`config.mk`:
```
export PLATFORM = sky130hd
export DESIGN_NAME = ovf_input_overvolt_fault
export DESIGN_NICKNAME = d
export VERILOG_FILES = /design/src/hdl/ovf_input_overvolt_fault.v
export VERILOG_INCLUDE_DIRS = /design/src /design/src/hdl
export SDC_FILE = /design/constraint.sdc
export NUM_CORES = 1
export LEC_CHECK = 0
export ABC_AREA = 1
export BUFFER_PORTS_ARGS = -buffer_cell sky130_fd_sc_hd__clkbuf_2
export CAP_MARGIN = 20
export CORE_UTILIZATION = 54
export DETAILED_ROUTE_END_ITERATION = 6
export GPL_ROUTABILITY_DRIVEN = 1
export PLACE_DENSITY_LB_ADDON = 0.1
export RECOVER_POWER = 100
export SLEW_MARGIN = 30
export SYNTH_ARGS = -nofsm -noshare
export SYNTH_HDL_FRONTEND = slang
export SYNTH_SLANG_ARGS = --single-unit
```
`constraint.sdc`:
```
create_clock -name sys_clk_i -period 2.55 [get_ports sys_clk_i]
set_clock_uncertainty 0.05 [all_clocks]
set_input_delay 0.255 -clock sys_clk_i [delete_from_list [all_inputs] [get_ports sys_clk_i]]
set_output_delay 0.255 -clock sys_clk_i [all_outputs]
set_load 0.005 [all_outputs]
```
`src/hdl/ovf_regs.vh`:
```
// Command codes, field positions, reset values and states of the over-voltage fault block
`ifndef OVF_REGS_VH
`define OVF_REGS_VH

// =====================================================================
// Command codes
`define OVF_CMD_TRIP_LEVEL 8'h55
`define OVF_CMD_REACTION 8'h56

// =====================================================================
// Reset values
`define OVF_TRIP_RESET 16'h7bff
`define OVF_REACT_RESET 8'h80

// =====================================================================
// Reaction register fields
`define OVF_MODE_HI 7
`define OVF_MODE_LO 6
`define OVF_RETRY_HI 5
`define OVF_RETRY_LO 3
`define OVF_DELAY_HI 2
`define OVF_DELAY_LO 0

// =====================================================================
// Field encodings
`define OVF_MODE_IGNORE 2'h0
`define OVF_MODE_DELAYED 2'h1
`define OVF_MODE_DISABLE 2'h2
`define OVF_MODE_RESUME 2'h3
`define OVF_RETRY_NONE 3'h0
`define OVF_RETRY_FOREVER 3'h7

// =====================================================================
// Linear format fields
`define OVF_LIN_EXP_HI 15
`define OVF_LIN_EXP_LO 11
`define OVF_LIN_MANT_HI 10
`define OVF_LIN_MANT_LO 0
`define OVF_LIN_BIAS 6'h10

// =====================================================================
// Reaction states
`define OVF_ST_RUN 3'h0
`define OVF_ST_GRACE 3'h1
`define OVF_ST_WAIT 3'h2
`define OVF_ST_HOLD 3'h3
`define OVF_ST_LATCH 3'h4
`define OVF_ST_OFF 3'h5

`endif

```
`src/hdl/ovf_input_overvolt_fault.v`:
```
// Input over-voltage trip level, reaction setting and fault reaction sequencer
`timescale 1ns/1ps
// How it works
// Trip level is a 16-bit linear-format value, compared in volts.
// Reaction 00: output keeps running through the fault.
// Reaction 01: run for the delay, then retry behaviour if fault remains.
// Reaction 10: disable output at once, then follow the retry count.
// Reaction 11: output off while fault present, back on when it clears.
// Retry code 000: no restart, output stays off until fault cleared.
// Codes 001-110: one to six restarts, then off until cleared.
// Attempt starts are spaced by the delay unit times two to the power of the delay field.
// Code 111: retry forever until commanded off or another fault.
// Delay field gives two to the power of the code in units.
// Size of a delay unit comes from a separate timing-unit input.
// Fault when measured input exceeds trip level; reported as status.
// Latched shutdown ends only on host fault clear or power cycle.
`include "ovf_regs.vh"

module ovf_input_overvolt_fault (
  input wire sys_clk_i,
  input wire rst_n_i,
  input wire cmd_wr_i,
  input wire cmd_rd_i,
  input wire [7:0] cmd_code_i,
  input wire [15:0] cmd_data_i,
  input wire [15:0] vin_meas_i,
  input wire [15:0] delay_unit_i,
  input wire fault_clear_i,
  input wire on_cmd_i,
  input wire other_fault_i,
  output reg [15:0] rd_data_o,
  output reg rd_ack_o,
  output reg cmd_err_o,
  output reg out_enable_o,
  output reg ov_fault_o,
  output reg ov_active_o,
  output reg [2:0] state_o
);

  // ===================================================================
  // Linear format to fixed point
  // Shift covers every exponent, so no two legal codes compare wrongly
  function [47:0] ovf_to_fixed;
    input [15:0] lin;
    reg [47:0] mant;
    reg [5:0] sh;
    begin
      mant = {{37{lin[`OVF_LIN_MANT_HI]}}, lin[`OVF_LIN_MANT_HI:`OVF_LIN_MANT_LO]};
      sh = {lin[`OVF_LIN_EXP_HI], lin[`OVF_LIN_EXP_HI:`OVF_LIN_EXP_LO]} + `OVF_LIN_BIAS;
      ovf_to_fixed = mant << sh;
    end
  endfunction

  // ===================================================================
  // Command registers
  reg [15:0] trip_level_r;
  reg [7:0] reaction_r;
  wire hit_trip = (cmd_code_i == `OVF_CMD_TRIP_LEVEL);
  wire hit_react = (cmd_code_i == `OVF_CMD_REACTION);

  always @(posedge sys_clk_i or negedge rst_n_i)
  begin
    if (!rst_n_i)
    begin
      trip_level_r <= `OVF_TRIP_RESET;
      reaction_r <= `OVF_REACT_RESET;
      rd_data_o <= 16'h0000;
      rd_ack_o <= 1'b0;
      cmd_err_o <= 1'b0;
    end
    else
    begin
      if (cmd_wr_i && hit_trip)
        trip_level_r <= cmd_data_i;
      if (cmd_wr_i && hit_react)
        reaction_r <= cmd_data_i[7:0];
      rd_ack_o <= cmd_rd_i;
      cmd_err_o <= (cmd_rd_i || cmd_wr_i) && !hit_trip && !hit_react;
      if (cmd_rd_i)
        rd_data_o <= hit_trip ? trip_level_r :
                     hit_react ? {8'h00, reaction_r} : 16'h0000;
    end
  end

  wire [1:0] mode = reaction_r[`OVF_MODE_HI:`OVF_MODE_LO];
  wire [2:0] retries = reaction_r[`OVF_RETRY_HI:`OVF_RETRY_LO];
  wire [2:0] delay_code = reaction_r[`OVF_DELAY_HI:`OVF_DELAY_LO];

  // ===================================================================
  // Fault detection
  // Signed compare of fixed-point values from both linear words
  wire ov_raw = $signed(ovf_to_fixed(vin_meas_i)) > $signed(ovf_to_fixed(trip_level_r));

  // ===================================================================
  // Delay length: unit times two to the code
  wire [22:0] delay_len = {7'h00, delay_unit_i} << delay_code;

  // ===================================================================
  // Reaction sequencer
  // Binary state codes, also shown on the status port
  localparam [2:0] ST_RUN = `OVF_ST_RUN;
  localparam [2:0] ST_GRACE = `OVF_ST_GRACE;
  localparam [2:0] ST_WAIT = `OVF_ST_WAIT;
  localparam [2:0] ST_HOLD = `OVF_ST_HOLD;
  localparam [2:0] ST_LATCH = `OVF_ST_LATCH;
  localparam [2:0] ST_OFF = `OVF_ST_OFF;
  reg [2:0] state_r;
  reg [2:0] state_nxt;
  reg [22:0] cnt_r;
  reg [22:0] cnt_nxt;
  reg [2:0] left_r;
  reg [2:0] left_nxt;
  wire cnt_done = (cnt_r <= 23'h000001);
  // Latch unless tries remain; forever mode never runs out
  wire give_up = (retries != `OVF_RETRY_FOREVER) && (left_r == 3'h0);
  // Entering a wait spends one try, whichever path led there
  wire [2:0] first_left = (retries == `OVF_RETRY_FOREVER) ? retries : retries - 3'h1;

  always @*
  begin
    state_nxt = state_r;
    cnt_nxt = (cnt_r == 23'h000000) ? cnt_r : cnt_r - 23'h000001;
    left_nxt = left_r;
    case (state_r)
      ST_RUN:
      begin
        left_nxt = retries;
        if (ov_active_o)
        begin
          case (mode)
            `OVF_MODE_DELAYED:
            begin
              state_nxt = ST_GRACE;
              cnt_nxt = delay_len;
            end
            `OVF_MODE_DISABLE:
            begin
              cnt_nxt = delay_len;
              left_nxt = first_left;
              state_nxt = (retries == `OVF_RETRY_NONE) ? ST_LATCH : ST_WAIT;
            end
            `OVF_MODE_RESUME:
              state_nxt = ST_HOLD;
            default:
              state_nxt = ST_RUN;
          endcase
        end
      end
      ST_GRACE:
      begin
        if (!ov_active_o)
          state_nxt = ST_RUN;
        else if (cnt_done)
        begin
          cnt_nxt = delay_len;
          left_nxt = first_left;
          state_nxt = (retries == `OVF_RETRY_NONE) ? ST_LATCH : ST_WAIT;
        end
      end
      ST_WAIT:
      begin
        if (cnt_done)
        begin
          // Attempt fails if fault still there at its start
          if (!ov_active_o)
            state_nxt = ST_RUN;
          else if (give_up)
            state_nxt = ST_LATCH;
          else
          begin
            cnt_nxt = delay_len;
            if (retries != `OVF_RETRY_FOREVER)
              left_nxt = left_r - 3'h1;
          end
        end
      end
      ST_HOLD:
        if (!ov_active_o)
          state_nxt = ST_RUN;
      ST_LATCH:
        if (fault_clear_i)
          state_nxt = ST_RUN;
      ST_OFF:
        if (on_cmd_i && !other_fault_i)
          state_nxt = ST_RUN;
      default:
        state_nxt = ST_RUN;
    endcase
    // Commanded off or another shutdown ends any retry loop
    if ((!on_cmd_i || other_fault_i) && state_r != ST_LATCH)
      state_nxt = ST_OFF;
  end

  // Status port mirrors the state register, so it needs no decode
  always @(posedge sys_clk_i or negedge rst_n_i)
  begin
    if (!rst_n_i)
    begin
      state_r <= ST_OFF;
      cnt_r <= 23'h000000;
      left_r <= 3'h0;
      ov_active_o <= 1'b0;
      ov_fault_o <= 1'b0;
      out_enable_o <= 1'b0;
      state_o <= ST_OFF;
    end
    else
    begin
      state_r <= state_nxt;
      state_o <= state_nxt;
      cnt_r <= cnt_nxt;
      left_r <= left_nxt;
      ov_active_o <= ov_raw;
      // Set wins over a clear in the same cycle
      if (ov_raw)
        ov_fault_o <= 1'b1;
      else if (fault_clear_i)
        ov_fault_o <= 1'b0;
      out_enable_o <= (state_nxt == ST_RUN) || (state_nxt == ST_GRACE);
    end
  end

endmodule // ovf_input_overvolt_fault

```
==> reports/metrics.yaml, run 1 <==
synth_nets: 1252
instances_no_fill: 1452
cp.required_ps: 2740
clock-root-buffer: "clkbuf_16"
hold_path_class: "in -> reg"
syn_inst: 1135
grt_max_degree: 75
fmax_mhz: 350.1
period_minus_slack_ps: 2856
reg2reg_depth: 20
async_reset_ff_share_pct: 100.0
critical_path_arrival_ps: 3050
powerDensity_nw_per_um2: 497.4
hold_viol: 0
drc: 0
finalMaxSlewViolations: 75
htree_levels: 3
ys_types: 43
critPathKind: "reg -> reg"
max_slew_margin_pct: -24.75
cpMostUsedCell: "nand2_1"
cap_violations: 1
cp_max_fo: 5
yosysWarnings: 0
die_h_um: 117.5
r2r_slack_ps: -310
wl_per_cell_um: 14.63
most-common-layout-cells: "nand2_1 (329), o21ai_0 (106), nor2_1 (102)"
dieArea_um2: 13810
synth.area.top_cells: "dfrtp_1 (20%), nand2_1 (18%), o21ai_0 (10%), ha_1 (9.4%), dfstp_2 (6.2%)"
critPathSlowestCell: "dfstp_2"
wirelength_um: 21250
p_leak_nw: 4.463
worstHoldStart: "cmd_data_i[14]"
path_clk_slew_ps: 60
clock-sinks: 74
n_antenna_cell: 0
syn_area_um2: 7203
drtPass1Iterations: 5
start_util_pct: 56.17
worstPathCellList: "buf_6 -> nand2_4 -> o21ai_4 -> nand2_2 -> o21ai_2 -> nand2_1 -> nand2_1 -> inv_2 -> o21ai_4 -> a21oi_2 -> ha_1 -> nand2_2 -> nor2_4 -> nand4_1 -> nor2_2 -> nand2_1 -> nand3_2 -> nand2_2 -> nand3_2 -> nand2_1"
mostFrequentLayoutCell: "nand2_1"
drtIter0Drc: 569
syn2layout_area_growth_pct: 25.62
synth_seq_cells: 74
worstReg2RegStart: "trip_level_r[11]"
grt_antenna_before_repair: 0
yosys_most_used_dff: "dfrtp_1"
cp_slowest_stage_delay_ps: 600
nets: 1392
violations: "capacitance limit, slew limit, setup timing"
holdPathStages: 3
grt_pass1_vias: 7274
hpwl_um: 15900
end_kind: "flip-flop"
grt_usage_pct: 30.51
synth.avg_cell_area_um2: 6.346
grt_first_pass_wirelength_um: 34290
setup_violations: 15
ant_nets: 0
worst_hold_path.endpoint: "trip_level_r[14]"
gp_congestion: 0.9311
cts_buffers: 9
viasPerCell: 5.501
drive_gt1_share_pct: 23.28
r2r-end: "ov_fault_o"
clockBufferDepth: 2
dp.cells: 1424
chipWidth_um: 117.5
worst_slew_pin_slew_ps: 1871
port-buffer-count: 86
power_w: 0.004500
outcome: "finished, violations left"
pin_count: 87
netlist.area_leader.share_pct: 19.80
fin_crit_sh_pct: 112.0
ys_seq_area_share_pct: 26.00
yosys.area.top_type: "dfrtp_1"
hold_ws_ps: 66.14
synth-edff-count: 0
peakVddDrop_mv: 0.5577
grt_overflow: 0
startpoint_type: "flip-flop"
clk_latency_ps: 350
setup_slack_ps: -306.1
vias: 7987
row_count: 41
cts_tree: "yes"
fp.coreArea_um2: 12820
grt_setup_unrepaired: "true"
worst max-delay path by stage:
stage,startpoint,end,slack (ps)
finish,trip_level_r[11],ov_fault_o,-310
global route,trip_level_r[11],ov_fault_o,-470
CTS,trip_level_r[11],ov_fault_o,-220
detailed placement,trip_level_r[11],ov_fault_o,-570
global placement,trip_level_r[11],ov_fault_o,-570
floorplan,trip_level_r[11],ov_fault_o,-1
synthesized netlist by cell type (2+ instances only):
master and count:
nor3_1 7, o22ai_1 11, nand2_2 6, a31oi_1 4, nand2_1 341, buf_2 9
ha_1 54, buf_6 2, clkinv_1 3, clkbuf_1 33, mux2_2 2, xnor2_1 5
nor2_1 107, a211oi_1 2, xor2_1 17, a21o_1 2, nor2_4 2, or2_2 10
o211ai_1 4, dfrtp_1 57, dfstp_2 17, mux2i_1 8, inv_1 104, a21oi_1 52
nand3_1 55, buf_1 3, nor2_2 2, o21ai_0 151, a21boi_0 2, o21a_1 8
and2_1 2, inv_2 2, or2_1 4, o31ai_1 17, o221ai_1 7, o21ai_1 6
nand4_1 11
sequential cells by signal, indices dropped and copies added (netlist names):
| name | flops |
|---|---|
| cnt_r | 23 |
| reaction_r | 8 |
| ov_fault_o | 1 |
| state_r | 3 |
| trip_level_r | 16 |
| ov_active_o | 1 |
| out_enable_o | 1 |
| rd_ack_o | 1 |
| cmd_err_o | 1 |
| left_r | 3 |
| rd_data_o | 16 |
per-stage QoR:
stage | worst slack [ps] | cell area [µm²] | utilization, % | TNS (ps)
floorplan | -1.144 | 7254 | - | -1.144
global placement | -570.9 | 8299 | 64.71 | -1130
detailed placement | -574.2 | 8299 | 64.71 | -1138
CTS | -222.1 | 8897 | 69.38 | -433.4
global route | -465.1 | 9049 | 70.56 | -7860
finish | -306.1 | 9049 | 70.56 | -951.0
routing by layer:
layer	vias up	global-route usage, %	share of wire (%)
li1	4030	-	-
met1	3643	42.92	47
met2	279	48.08	45
met3	35	4.942	6.8
met4	0	9.054	1.7
met5	-	0	0
cells by family (layout without fill, tap and decap cells):
family | count (synthesis) | after routing | share of synthesized area [%]
AND/OR/NAND/NOR | 552 | 552 | 31.60
buffers and inverters | 157 | 302 | 8.598
multiplexers | 10 | 10 | 1.424
adder cells (fa/ha/maj) | 54 | 54 | 9.380
XOR/XNOR | 22 | 22 | 2.675
AO/OA/AOI/OAI | 266 | 266 | 20.32
flip-flops | 74 | 74 | 26.00
worst max-delay path, delay by kind of cell (launching register included):
family,cells,cell delay [ps]
fa+ha+maj,1,310
compound gates,4,390
simple gates,13,1190
buf+inv,2,210
flops,1,600
layout make-up:
cell class,count,area (µm²)
multi-input combinational,904,5099
fill,1136,3776
sequential,74,1873
timing repair buffer,177,1145
inverter,109,409.1
clock buffer,9,225.2
tap,172,215.2
clock inverter,7,82.58
power breakdown:
group          switching, W  internal, W
logic              0.000976     0.000683
clock network      0.000552     0.000774
registers          0.000160      0.00136
total               0.00169      0.00281
repair_timing:
| action | 4_1_cts | 5_1_grt |
|---|---|---|
| cloned | 1 | 0 |
| buffers inserted | 8 | 2 |
| pin swaps | 35 | 39 |
| gates resized for setup | 81 | 51 |
| endpoints found under the setup margin | 2 | 2 |
| hold buffers | 1 | 0 |
| endpoints found under the hold margin | 57 | 0 |
Note: power is estimated with default switching activity, not from simulation.
==> run 2, diff against run 1 <==
- CELL_PAD_IN_SITES_DETAIL_PLACEMENT: unset -> 0
- CELL_PAD_IN_SITES_GLOBAL_PLACEMENT: unset -> 1
- CORE_UTILIZATION: 54 -> 38
==> run 2 against run 1 <==
Effect of this change: the flow finishes with violations (setup timing); utilization down 20 points; combinational power about the same; power up 1.6%; critical path depth unchanged; global-route usage down 7.1 points; clock power up 5%; final area up 1.6%; final cell count up 4.6%; routed wire length up 5.5%; worst setup slack worse by 14 ps; critical endpoint unchanged; highest routed layer unchanged.
==> reports/metrics.yaml, run 2 (same netlist as run 1, synthesis figures left out) <==
cpMostUsedCell: "nand2_1"  # unchanged
place_area_um2: 8518  # was 8299 µm²
largest_register_ffs: 23  # unchanged
cts_tree: "yes"  # unchanged
clock-sinks: 74  # unchanged
row_count: 49  # was 41
startpoint_type: "flip-flop"  # unchanged
worstPathCellList: "buf_6 -> nand2_2 -> o21ai_4 -> mux2i_4 -> o21ai_2 -> o21ai_2 -> o21ai_1 -> inv_1 -> ha_1 -> nand2_1 -> inv_1 -> nand3_1 -> nor2_2 -> nand2_1 -> nor2_2 -> nand2_1 -> nand3_1 -> nand2_1 -> nand3_2 -> nand2_1"  # was buf_6 -> nand2_4 -> o21ai_4 -> nand2_2 -> o21ai_2 -> nand2_1 -> nand2_1 -> inv_2 -> o21ai_4 -> a21oi_2 -> ha_1 -> nand2_2 -> nor2_4 -> nand4_1 -> nor2_2 -> nand2_1 -> nand3_2 -> nand2_2 -> nand3_2 -> nand2_1
ant_nets: 0  # unchanged
cp_slowest_stage_delay_ps: 630  # was 600 ps
chipWidth_um: 139.7  # was 117.5 µm
hold_path_class: "in -> reg"  # unchanged
gp_congestion: 0.8521  # was 0.9311
power_w: 0.004573  # was 0.004500 W
grtUsageMet3_pct: 2.856  # was 4.942%
cp_max_fo: 7  # was 5
grt_usage_pct: 23.39  # was 30.51%
dp.cells: 1494  # was 1,424
cp.required_ps: 2730  # was 2740 ps
setup_slack_ps: -320.6  # was -306.1 ps
drive_gt1_share_pct: 22.64  # was 23.28%
reg_top3: "cnt_r (23), rd_data_o (16), trip_level_r (16)"  # unchanged
critPathKind: "reg -> reg"  # unchanged
fp.coreArea_um2: 18270  # was 12,820 µm²
violations: "setup timing"  # was capacitance limit, slew limit, setup timing
grt_max_degree: 42  # was 75
grt_pass1_vias: 7276  # was 7,274
end_kind: "flip-flop"  # unchanged
cap_violations: 0  # was 1
crit_family: "simple AND/OR/NAND/NOR gates"  # unchanged
start_util_pct: 39.43  # was 56.17%
setup_violations: 12  # was 15
p_clk_share_pct: 30.6  # was 29.5%
worst_slew_pin_slew_ps: 1267  # was 1871 ps
grt_antenna_before_repair: 0  # unchanged
fmax_mhz: 348.4  # was 350.1 MHz
vias: 7695  # was 7,987
viasPerCell: 5.066  # was 5.501
most-common-layout-cells: "nand2_1 (333), o21ai_0 (112), nor2_1 (105)"  # was nand2_1 (329), o21ai_0 (106), nor2_1 (102)
nets: 1402  # was 1,392
drtPass1Iterations: 5  # unchanged
grt_setup_unrepaired: "true"  # unchanged
met2_usage_pct: 35.87  # was 48.08%
instances_no_fill: 1519  # was 1,452
outcome: "finished, violations left"  # unchanged
peakVddDrop_mv: 0.3435  # was 0.5577 mV
p_comb_share_pct: 36.3  # was 36.9%
wirelength_um: 22420  # was 21,250 µm
drtIter0Drc: 382  # was 569
seq_power_share_pct: 33.1  # was 33.7%
p_leak_nw: 4.520  # was 4.463 nW
max_slew_margin_pct: 15.53  # was -24.75%
critical_path_arrival_ps: 3050  # about the same
port-buffer-count: 86  # unchanged
grt_first_pass_wirelength_um: 36640  # was 34,290 µm
n_antenna_cell: 0  # unchanged
hold_viol: 0  # unchanged
p_sw_share_pct: 35.96  # was 37.50%
clk_latency_ps: 340  # was 350 ps
hpwl_um: 18010  # was 15,900 µm
powerDensity_nw_per_um2: 497.5  # was 497.4 nW/µm²
dieArea_um2: 19510  # was 13,810 µm²
htree_levels: 3  # unchanged
syn2layout_area_growth_pct: 27.62  # was 25.62%
crit_buf_inv: 3  # was 2
regMostFlops: "cnt_r"  # unchanged
die_h_um: 139.7  # was 117.5 µm
path_clk_slew_ps: 60  # about the same
period_minus_slack_ps: 2871  # was 2856 ps
critPathSlowestCell: "dfstp_2"  # unchanged
cts_buffers: 9  # unchanged
p_sw_w: 0.001644  # was 0.001688 W
drc: 0  # unchanged
mostFrequentLayoutCell: "nand2_1"  # unchanged
stdcell_area_um2: 9193  # was 9049 µm²
use_met1_pct: 34.91  # was 42.92%
clockBufferDepth: 2  # unchanged
fin_crit_sh_pct: 112.6  # was 112.0%
pin_count: 87  # unchanged
grt_overflow: 0  # unchanged
wl_per_cell_um: 14.76  # was 14.63 µm
fillerInstances: 1949  # was 1,136
busiest_layer: "met2"  # unchanged
p_int_w: 0.002928  # was 0.002813 W
clock-root-buffer: "clkbuf_16"  # unchanged
finalMaxSlewViolations: 0  # was 75
## run 2: cell count changes in the layout (fill, tap and decap cells not counted), sizes merged
cell,change
clkinv,+1
buf,+10
inv,-3
bufinv,+1
clkbuf,+1
## run 2: path summary, 6_finish.rpt
path | cells after the start | slack, ps | endpoint | startpoint
worst max-delay path | 20 | -320 | ov_fault_o | trip_level_r[11]
worst min-delay path | 3 | 80 | trip_level_r[13] | cmd_data_i[13]
worst max register to register | 20 | -320 | ov_fault_o | trip_level_r[11]
worst min register to register | 1 | 430 | rd_data_o[0] | rd_data_o[0]
max in group asynchronous | 3 | 450 | rd_data_o[0] | rst_n_i
min in group asynchronous | 2 | 600 | left_r[2] | rst_n_i
## run 2: power by group through the flow
| stage | Clock (W) | Sequential, W | Combinational [W] |
|---|---|---|---|
| 2_1_floorplan | 0 | 0.00150 | 0.00101 |
| 3_3_place_gp | 0 | 0.00154 | 0.00153 |
| 3_5_place_dp | 0 | 0.00154 | 0.00154 |
| 4_1_cts | 0.00143 | 0.00152 | 0.00163 |
| 5_1_grt | 0.00148 | 0.00154 | 0.00190 |
| 6_report | 0.00140 | 0.00151 | 0.00166 |
## run 2: routing by layer
layer / part of all wire [%] / vias to the layer above
met5: 0 / -
met1: 52 / 3466
met3: 4.0 / 18
met2: 43 / 166
met4: 1.2 / 0
li1: - / 4045
## run 2: final cells by class
type	instances	area, µm²	area share, %
Clock buffer	10	239.0	2.600
Clock inverter	6	88.84	0.9664
Inverter	109	409.1	4.451
Multi-Input combinational cell	904	5042	54.85
Sequential cell	74	1873	20.38
Tap cell	229	286.5	3.117
Timing Repair Buffer	187	1254	13.64
## run 2: metrics by stage
stage | setup slack [ps] | setup TNS, ps | hold WS, ps | util (%)
2_1_floorplan | -1.144 | -1.144 | -90.59 | -
3_3_place_gp | -743.1 | -1472 | 237.3 | 46.62
3_5_place_dp | -771.6 | -1528 | 238.9 | 46.62
4_1_cts | -269.2 | -525.0 | 73.44 | 50.02
5_1_grt | -540.8 | -5974 | 88.46 | 50.32
6_report | -320.6 | -1054 | 82.24 | 50.32
## run 2: worst reg2reg max path, cell delays in order (launching register included)
cell and delay (ps):
dfstp_2 630, buf_6 150, nand2_2 70, o21ai_4 80, mux2i_4 120, o21ai_2 190, o21ai_2 90, o21ai_1 130
inv_1 90, ha_1 280, nand2_1 50, inv_1 70, nand3_1 80, nor2_2 130, nand2_1 70, nor2_2 120
nand2_1 80, nand3_1 80, nand2_1 70, nand3_2 80, nand2_1 50
## run 2: what timing repair did
action                                 CTS  global route
hold buffers                             1             0
gates resized for setup                 80            29
pin swaps                               35            15
setup buffers                            5             2
endpoints found under the hold margin   37             0
cloned                                   1             0
setup endpoints to repair                2             2
==> run 3, diff against run 2 <==
- ABC_AREA: 1 -> 0
- CORE_UTILIZATION: 38 -> 41
- clock period: 2.55 -> 2.4 ns (I/O delays scaled with it)
==> run 3 against run 2 <==
Effect of this change: register-to-register slack lost 800 ps; combinational power grew 49%; the flow finishes with violations (capacitance limit, slew limit, setup timing); via count shrank 0.30%; clock power grew 3%.
==> reports/metrics.yaml, run 3 <==
outcome: "finished, violations left"  # unchanged
violations: "capacitance limit, slew limit, setup timing"  # was setup timing
crit_family: "simple AND/OR/NAND/NOR gates"  # unchanged
clock-sinks: 74  # unchanged
ys_top_cells_by_count: "nand2_1 (111), o21ai_0 (84), a21oi_1 (61), nor2_1 (61), dfrtp_1 (57)"  # was nand2_1 (341), o21ai_0 (151), nor2_1 (107), inv_1 (104), dfrtp_1 (57)
cp.required_ps: 2570  # was 2730 ps
gp_congestion: 0.9890  # was 0.8521
grt_first_pass_wirelength_um: 38660  # was 36,640 µm
regMostFlops: "cnt_r"  # unchanged
power_w: 0.005696  # was 0.004573 W
reg_top3: "cnt_r (23), rd_data_o (16), trip_level_r (16)"  # unchanged
grt_usage_pct: 27.22  # was 23.39%
p_sw_share_pct: 38.13  # was 35.96%
row_count: 47  # was 49
grt_overflow: 0  # unchanged
worst_slew_pin_slew_ps: 1838  # was 1267 ps
die_h_um: 134.0  # was 139.7 µm
fmax_mhz: 284.2  # was 348.4 MHz
setup_violations: 28  # was 12
clock-root-buffer: "clkbuf_16"  # unchanged
synth_nets: 990  # was 1,252
netlist.area_leader.share_pct: 19.97  # was 19.80%
path_clk_slew_ps: 70  # was 60 ps
wl_met2_um: 11720  # was 9686 µm
cts_tree: "yes"  # unchanged
grt_max_degree: 75  # was 42
syn_inst: 873  # was 1,135
dp.cells: 1303  # was 1,494
drtPass1Iterations: 5  # unchanged
grt_pass1_vias: 7586  # was 7,276
instances_no_fill: 1338  # was 1,519
async_reset_ff_share_pct: 100.0  # unchanged
syn2layout_area_growth_pct: 41.68  # was 27.62%
critPathKind: "reg -> reg"  # unchanged
peakVddDrop_mv: 0.3639  # was 0.3435 mV
largest_register_ffs: 23  # unchanged
ant_nets: 0  # unchanged
crit_buf_inv: 1  # was 3
chipWidth_um: 134.0  # was 139.7 µm
cpMostUsedCell: "mux2_4"  # was nand2_1
drive_gt1_share_pct: 40.61  # was 22.64%
grt_antenna_before_repair: 0  # unchanged
dieArea_um2: 17950  # was 19,510 µm²
fin_crit_sh_pct: 146.6  # was 112.6%
synthMostInstantiatedCell: "nand2_1"  # unchanged
yosys.area.top_type: "dfrtp_1"  # unchanged
nets: 1230  # was 1,402
yosys_most_used_dff: "dfrtp_1"  # unchanged
pin_count: 87  # unchanged
clockBufferDepth: 2  # unchanged
cp_max_fo: 7  # unchanged
drtIter0Drc: 450  # was 382
htree_levels: 3  # unchanged
ys_types: 67  # was 43
synth_seq_cells: 74  # unchanged
p_int_w: 0.003524  # was 0.002928 W
critical_path_arrival_ps: 3690  # was 3050 ps
critPathSlowestCell: "dfstp_2"  # unchanged
powerDensity_nw_per_um2: 562.9  # was 497.5 nW/µm²
port-buffer-count: 86  # unchanged
cp_slowest_stage_delay_ps: 590  # was 630 ps
hold_viol: 0  # unchanged
synth-edff-count: 0  # unchanged
setup_slack_ps: -1118  # was -320.6 ps
dr.max_layer_used: "met4"  # unchanged
finalMaxSlewViolations: 75  # was 0
syn_area_um2: 7142  # was 7203 µm²
hold_path_class: "in -> reg"  # unchanged
end_kind: "flip-flop"  # unchanged
yosysWarnings: 0  # unchanged
period_minus_slack_ps: 3518  # was 2871 ps
max_slew_margin_pct: -22.56  # was 15.53%
synth.area.top_cells: "dfrtp_1 (20%), ha_1 (9.5%), mux2i_1 (7.3%), mux2_2 (6.8%), dfstp_2 (6.3%)"  # was dfrtp_1 (20%), nand2_1 (18%), o21ai_0 (10%), ha_1 (9.4%), dfstp_2 (6.2%)
p_leak_nw: 4.327  # was 4.520 nW
drc: 0  # unchanged
grt_setup_unrepaired: "true"  # unchanged
route.met3.wl_um: 1088  # was 902 µm
seq_power_share_pct: 31.1  # was 33.1%
p_sw_w: 0.002172  # was 0.001644 W
fp.coreArea_um2: 16820  # was 18,270 µm²
fillerInstances: 1504  # was 1,949
p_clk_share_pct: 25.3  # was 30.6%
synth.avg_cell_area_um2: 8.181  # was 6.346 µm²
clk_latency_ps: 340  # about the same
most-common-layout-cells: "buf_4 (176), nand2_1 (107), clkbuf_2 (77)"  # was nand2_1 (333), o21ai_0 (112), nor2_1 (105)
startpoint_type: "flip-flop"  # unchanged
vias: 7672  # was 7,695
cts_buffers: 9  # unchanged
cap_violations: 1  # was 0
hpwl_um: 18500  # was 18,010 µm
worstPathCellList: "buf_12 -> mux2i_4 -> mux2_4 -> mux2_4 -> a21oi_4 -> a21boi_2 -> ha_1 -> nand4_1 -> nor4_4 -> nand3_1 -> o21ai_2 -> nor2b_2 -> or3b_4"  # was buf_6 -> nand2_2 -> o21ai_4 -> mux2i_4 -> o21ai_2 -> o21ai_2 -> o21ai_1 -> inv_1 -> ha_1 -> nand2_1 -> inv_1 -> nand3_1 -> nor2_2 -> nand2_1 -> nor2_2 -> nand2_1 -> nand3_1 -> nand2_1 -> nand3_2 -> nand2_1
viasPerCell: 5.734  # was 5.066
n_antenna_cell: 0  # unchanged
wirelength_um: 24390  # was 22,420 µm
mostFrequentLayoutCell: "buf_4"  # was nand2_1
p_comb_share_pct: 43.6  # was 36.3%
start_util_pct: 42.46  # was 39.43%
met1Wirelength_um: 11190  # was 11,570 µm
ys_seq_area_share_pct: 26.23  # was 26.00%
wl_per_cell_um: 18.22  # was 14.76 µm
run 3: cell types whose count changed after synthesis, moves of 16 or more:
cell,previous run,this run
a22oi_1,0,16
nand2_1,341,111
o21ai_0,151,84
o31ai_1,17,1
mux2i_1,8,52
inv_1,104,25
nor2_1,107,61
nand3_1,55,35
mux2_2,2,43
run 3: cell type report:
type                       instances  area, µm²  share of cell area (%)
sequential                        74       1873                   18.51
clock inverter                     7      83.83                  0.8285
clock buffer                       9      225.2                   2.226
timing repair buffer             287       2091                   20.66
multi-input combinational        714       5469                   54.05
tap                              220      275.3                   2.720
inverter                          27      101.3                   1.002
run 3: repair_timing:
action | CTS | global route
cloned | 3 | 0
resized for setup | 72 | 50
endpoints found under the hold margin | 57 | 0
hold buffers | 1 | 0
setup endpoints to repair | 28 | 30
pin swaps | 29 | 17
buffers inserted | 8 | 9
run 3: kinds of logic after synthesis:
kind of cell | count (synthesis) | synth area share (%)
mux | 103 | 16.59
xor+xnor | 19 | 2.330
simple gates | 301 | 20.30
compound gates | 237 | 20.11
buf+inv | 85 | 4.975
flops | 74 | 26.23
fa+ha+maj | 54 | 9.460
run 3: power by group through the flow:
stage	registers, W	logic [W]	clock network [W]
final	0.00177	0.00248	0.00144
after global routing	0.00180	0.00271	0.00152
after CTS	0.00176	0.00232	0.00146
after detailed placement	0.00177	0.00218	0
after global placement	0.00175	0.00212	0
after floorplan	0.00171	0.00133	0
run 3: per-stage QoR:
step           cell area, µm²  hold slack (ps)  utilization [%]  setup WS, ps  TNS (ps)
6_report                10120            80.17            60.16         -1118     -4825
5_1_grt                 10120            72.65            60.16         -1292    -20930
4_1_cts                  9894            72.43            58.83        -994.6     -3498
3_5_place_dp             9134            239.2            54.31         -1292     -5290
3_3_place_gp             9134            228.4            54.31         -1302     -4681
2_1_floorplan            7307           -105.6                -        -800.7     -6910
run 3: final timing paths:
| check | startpoint | end | slack (ps) | cells past startpoint |
|---|---|---|---|---|
| hold reg to reg | left_r[1] | left_r[1] | 460 | 1 |
| setup reg to reg | trip_level_r[11] | ov_fault_o | -1120 | 13 |
| max in group asynchronous | rst_n_i | trip_level_r[15] | 190 | 3 |
| hold / removal | cmd_data_i[15] | trip_level_r[15] | 80 | 2 |
| min in group asynchronous | rst_n_i | left_r[2] | 970 | 3 |
| setup / recovery | trip_level_r[11] | ov_fault_o | -1120 | 13 |
run 3: layer usage:
metal / vias up / track usage [%]
li1: 3659 / -
met1: 3763 / 37.33
met2: 214 / 43.98
met3: 36 / 4.308
met4: 0 / 8.018
met5: - / 0
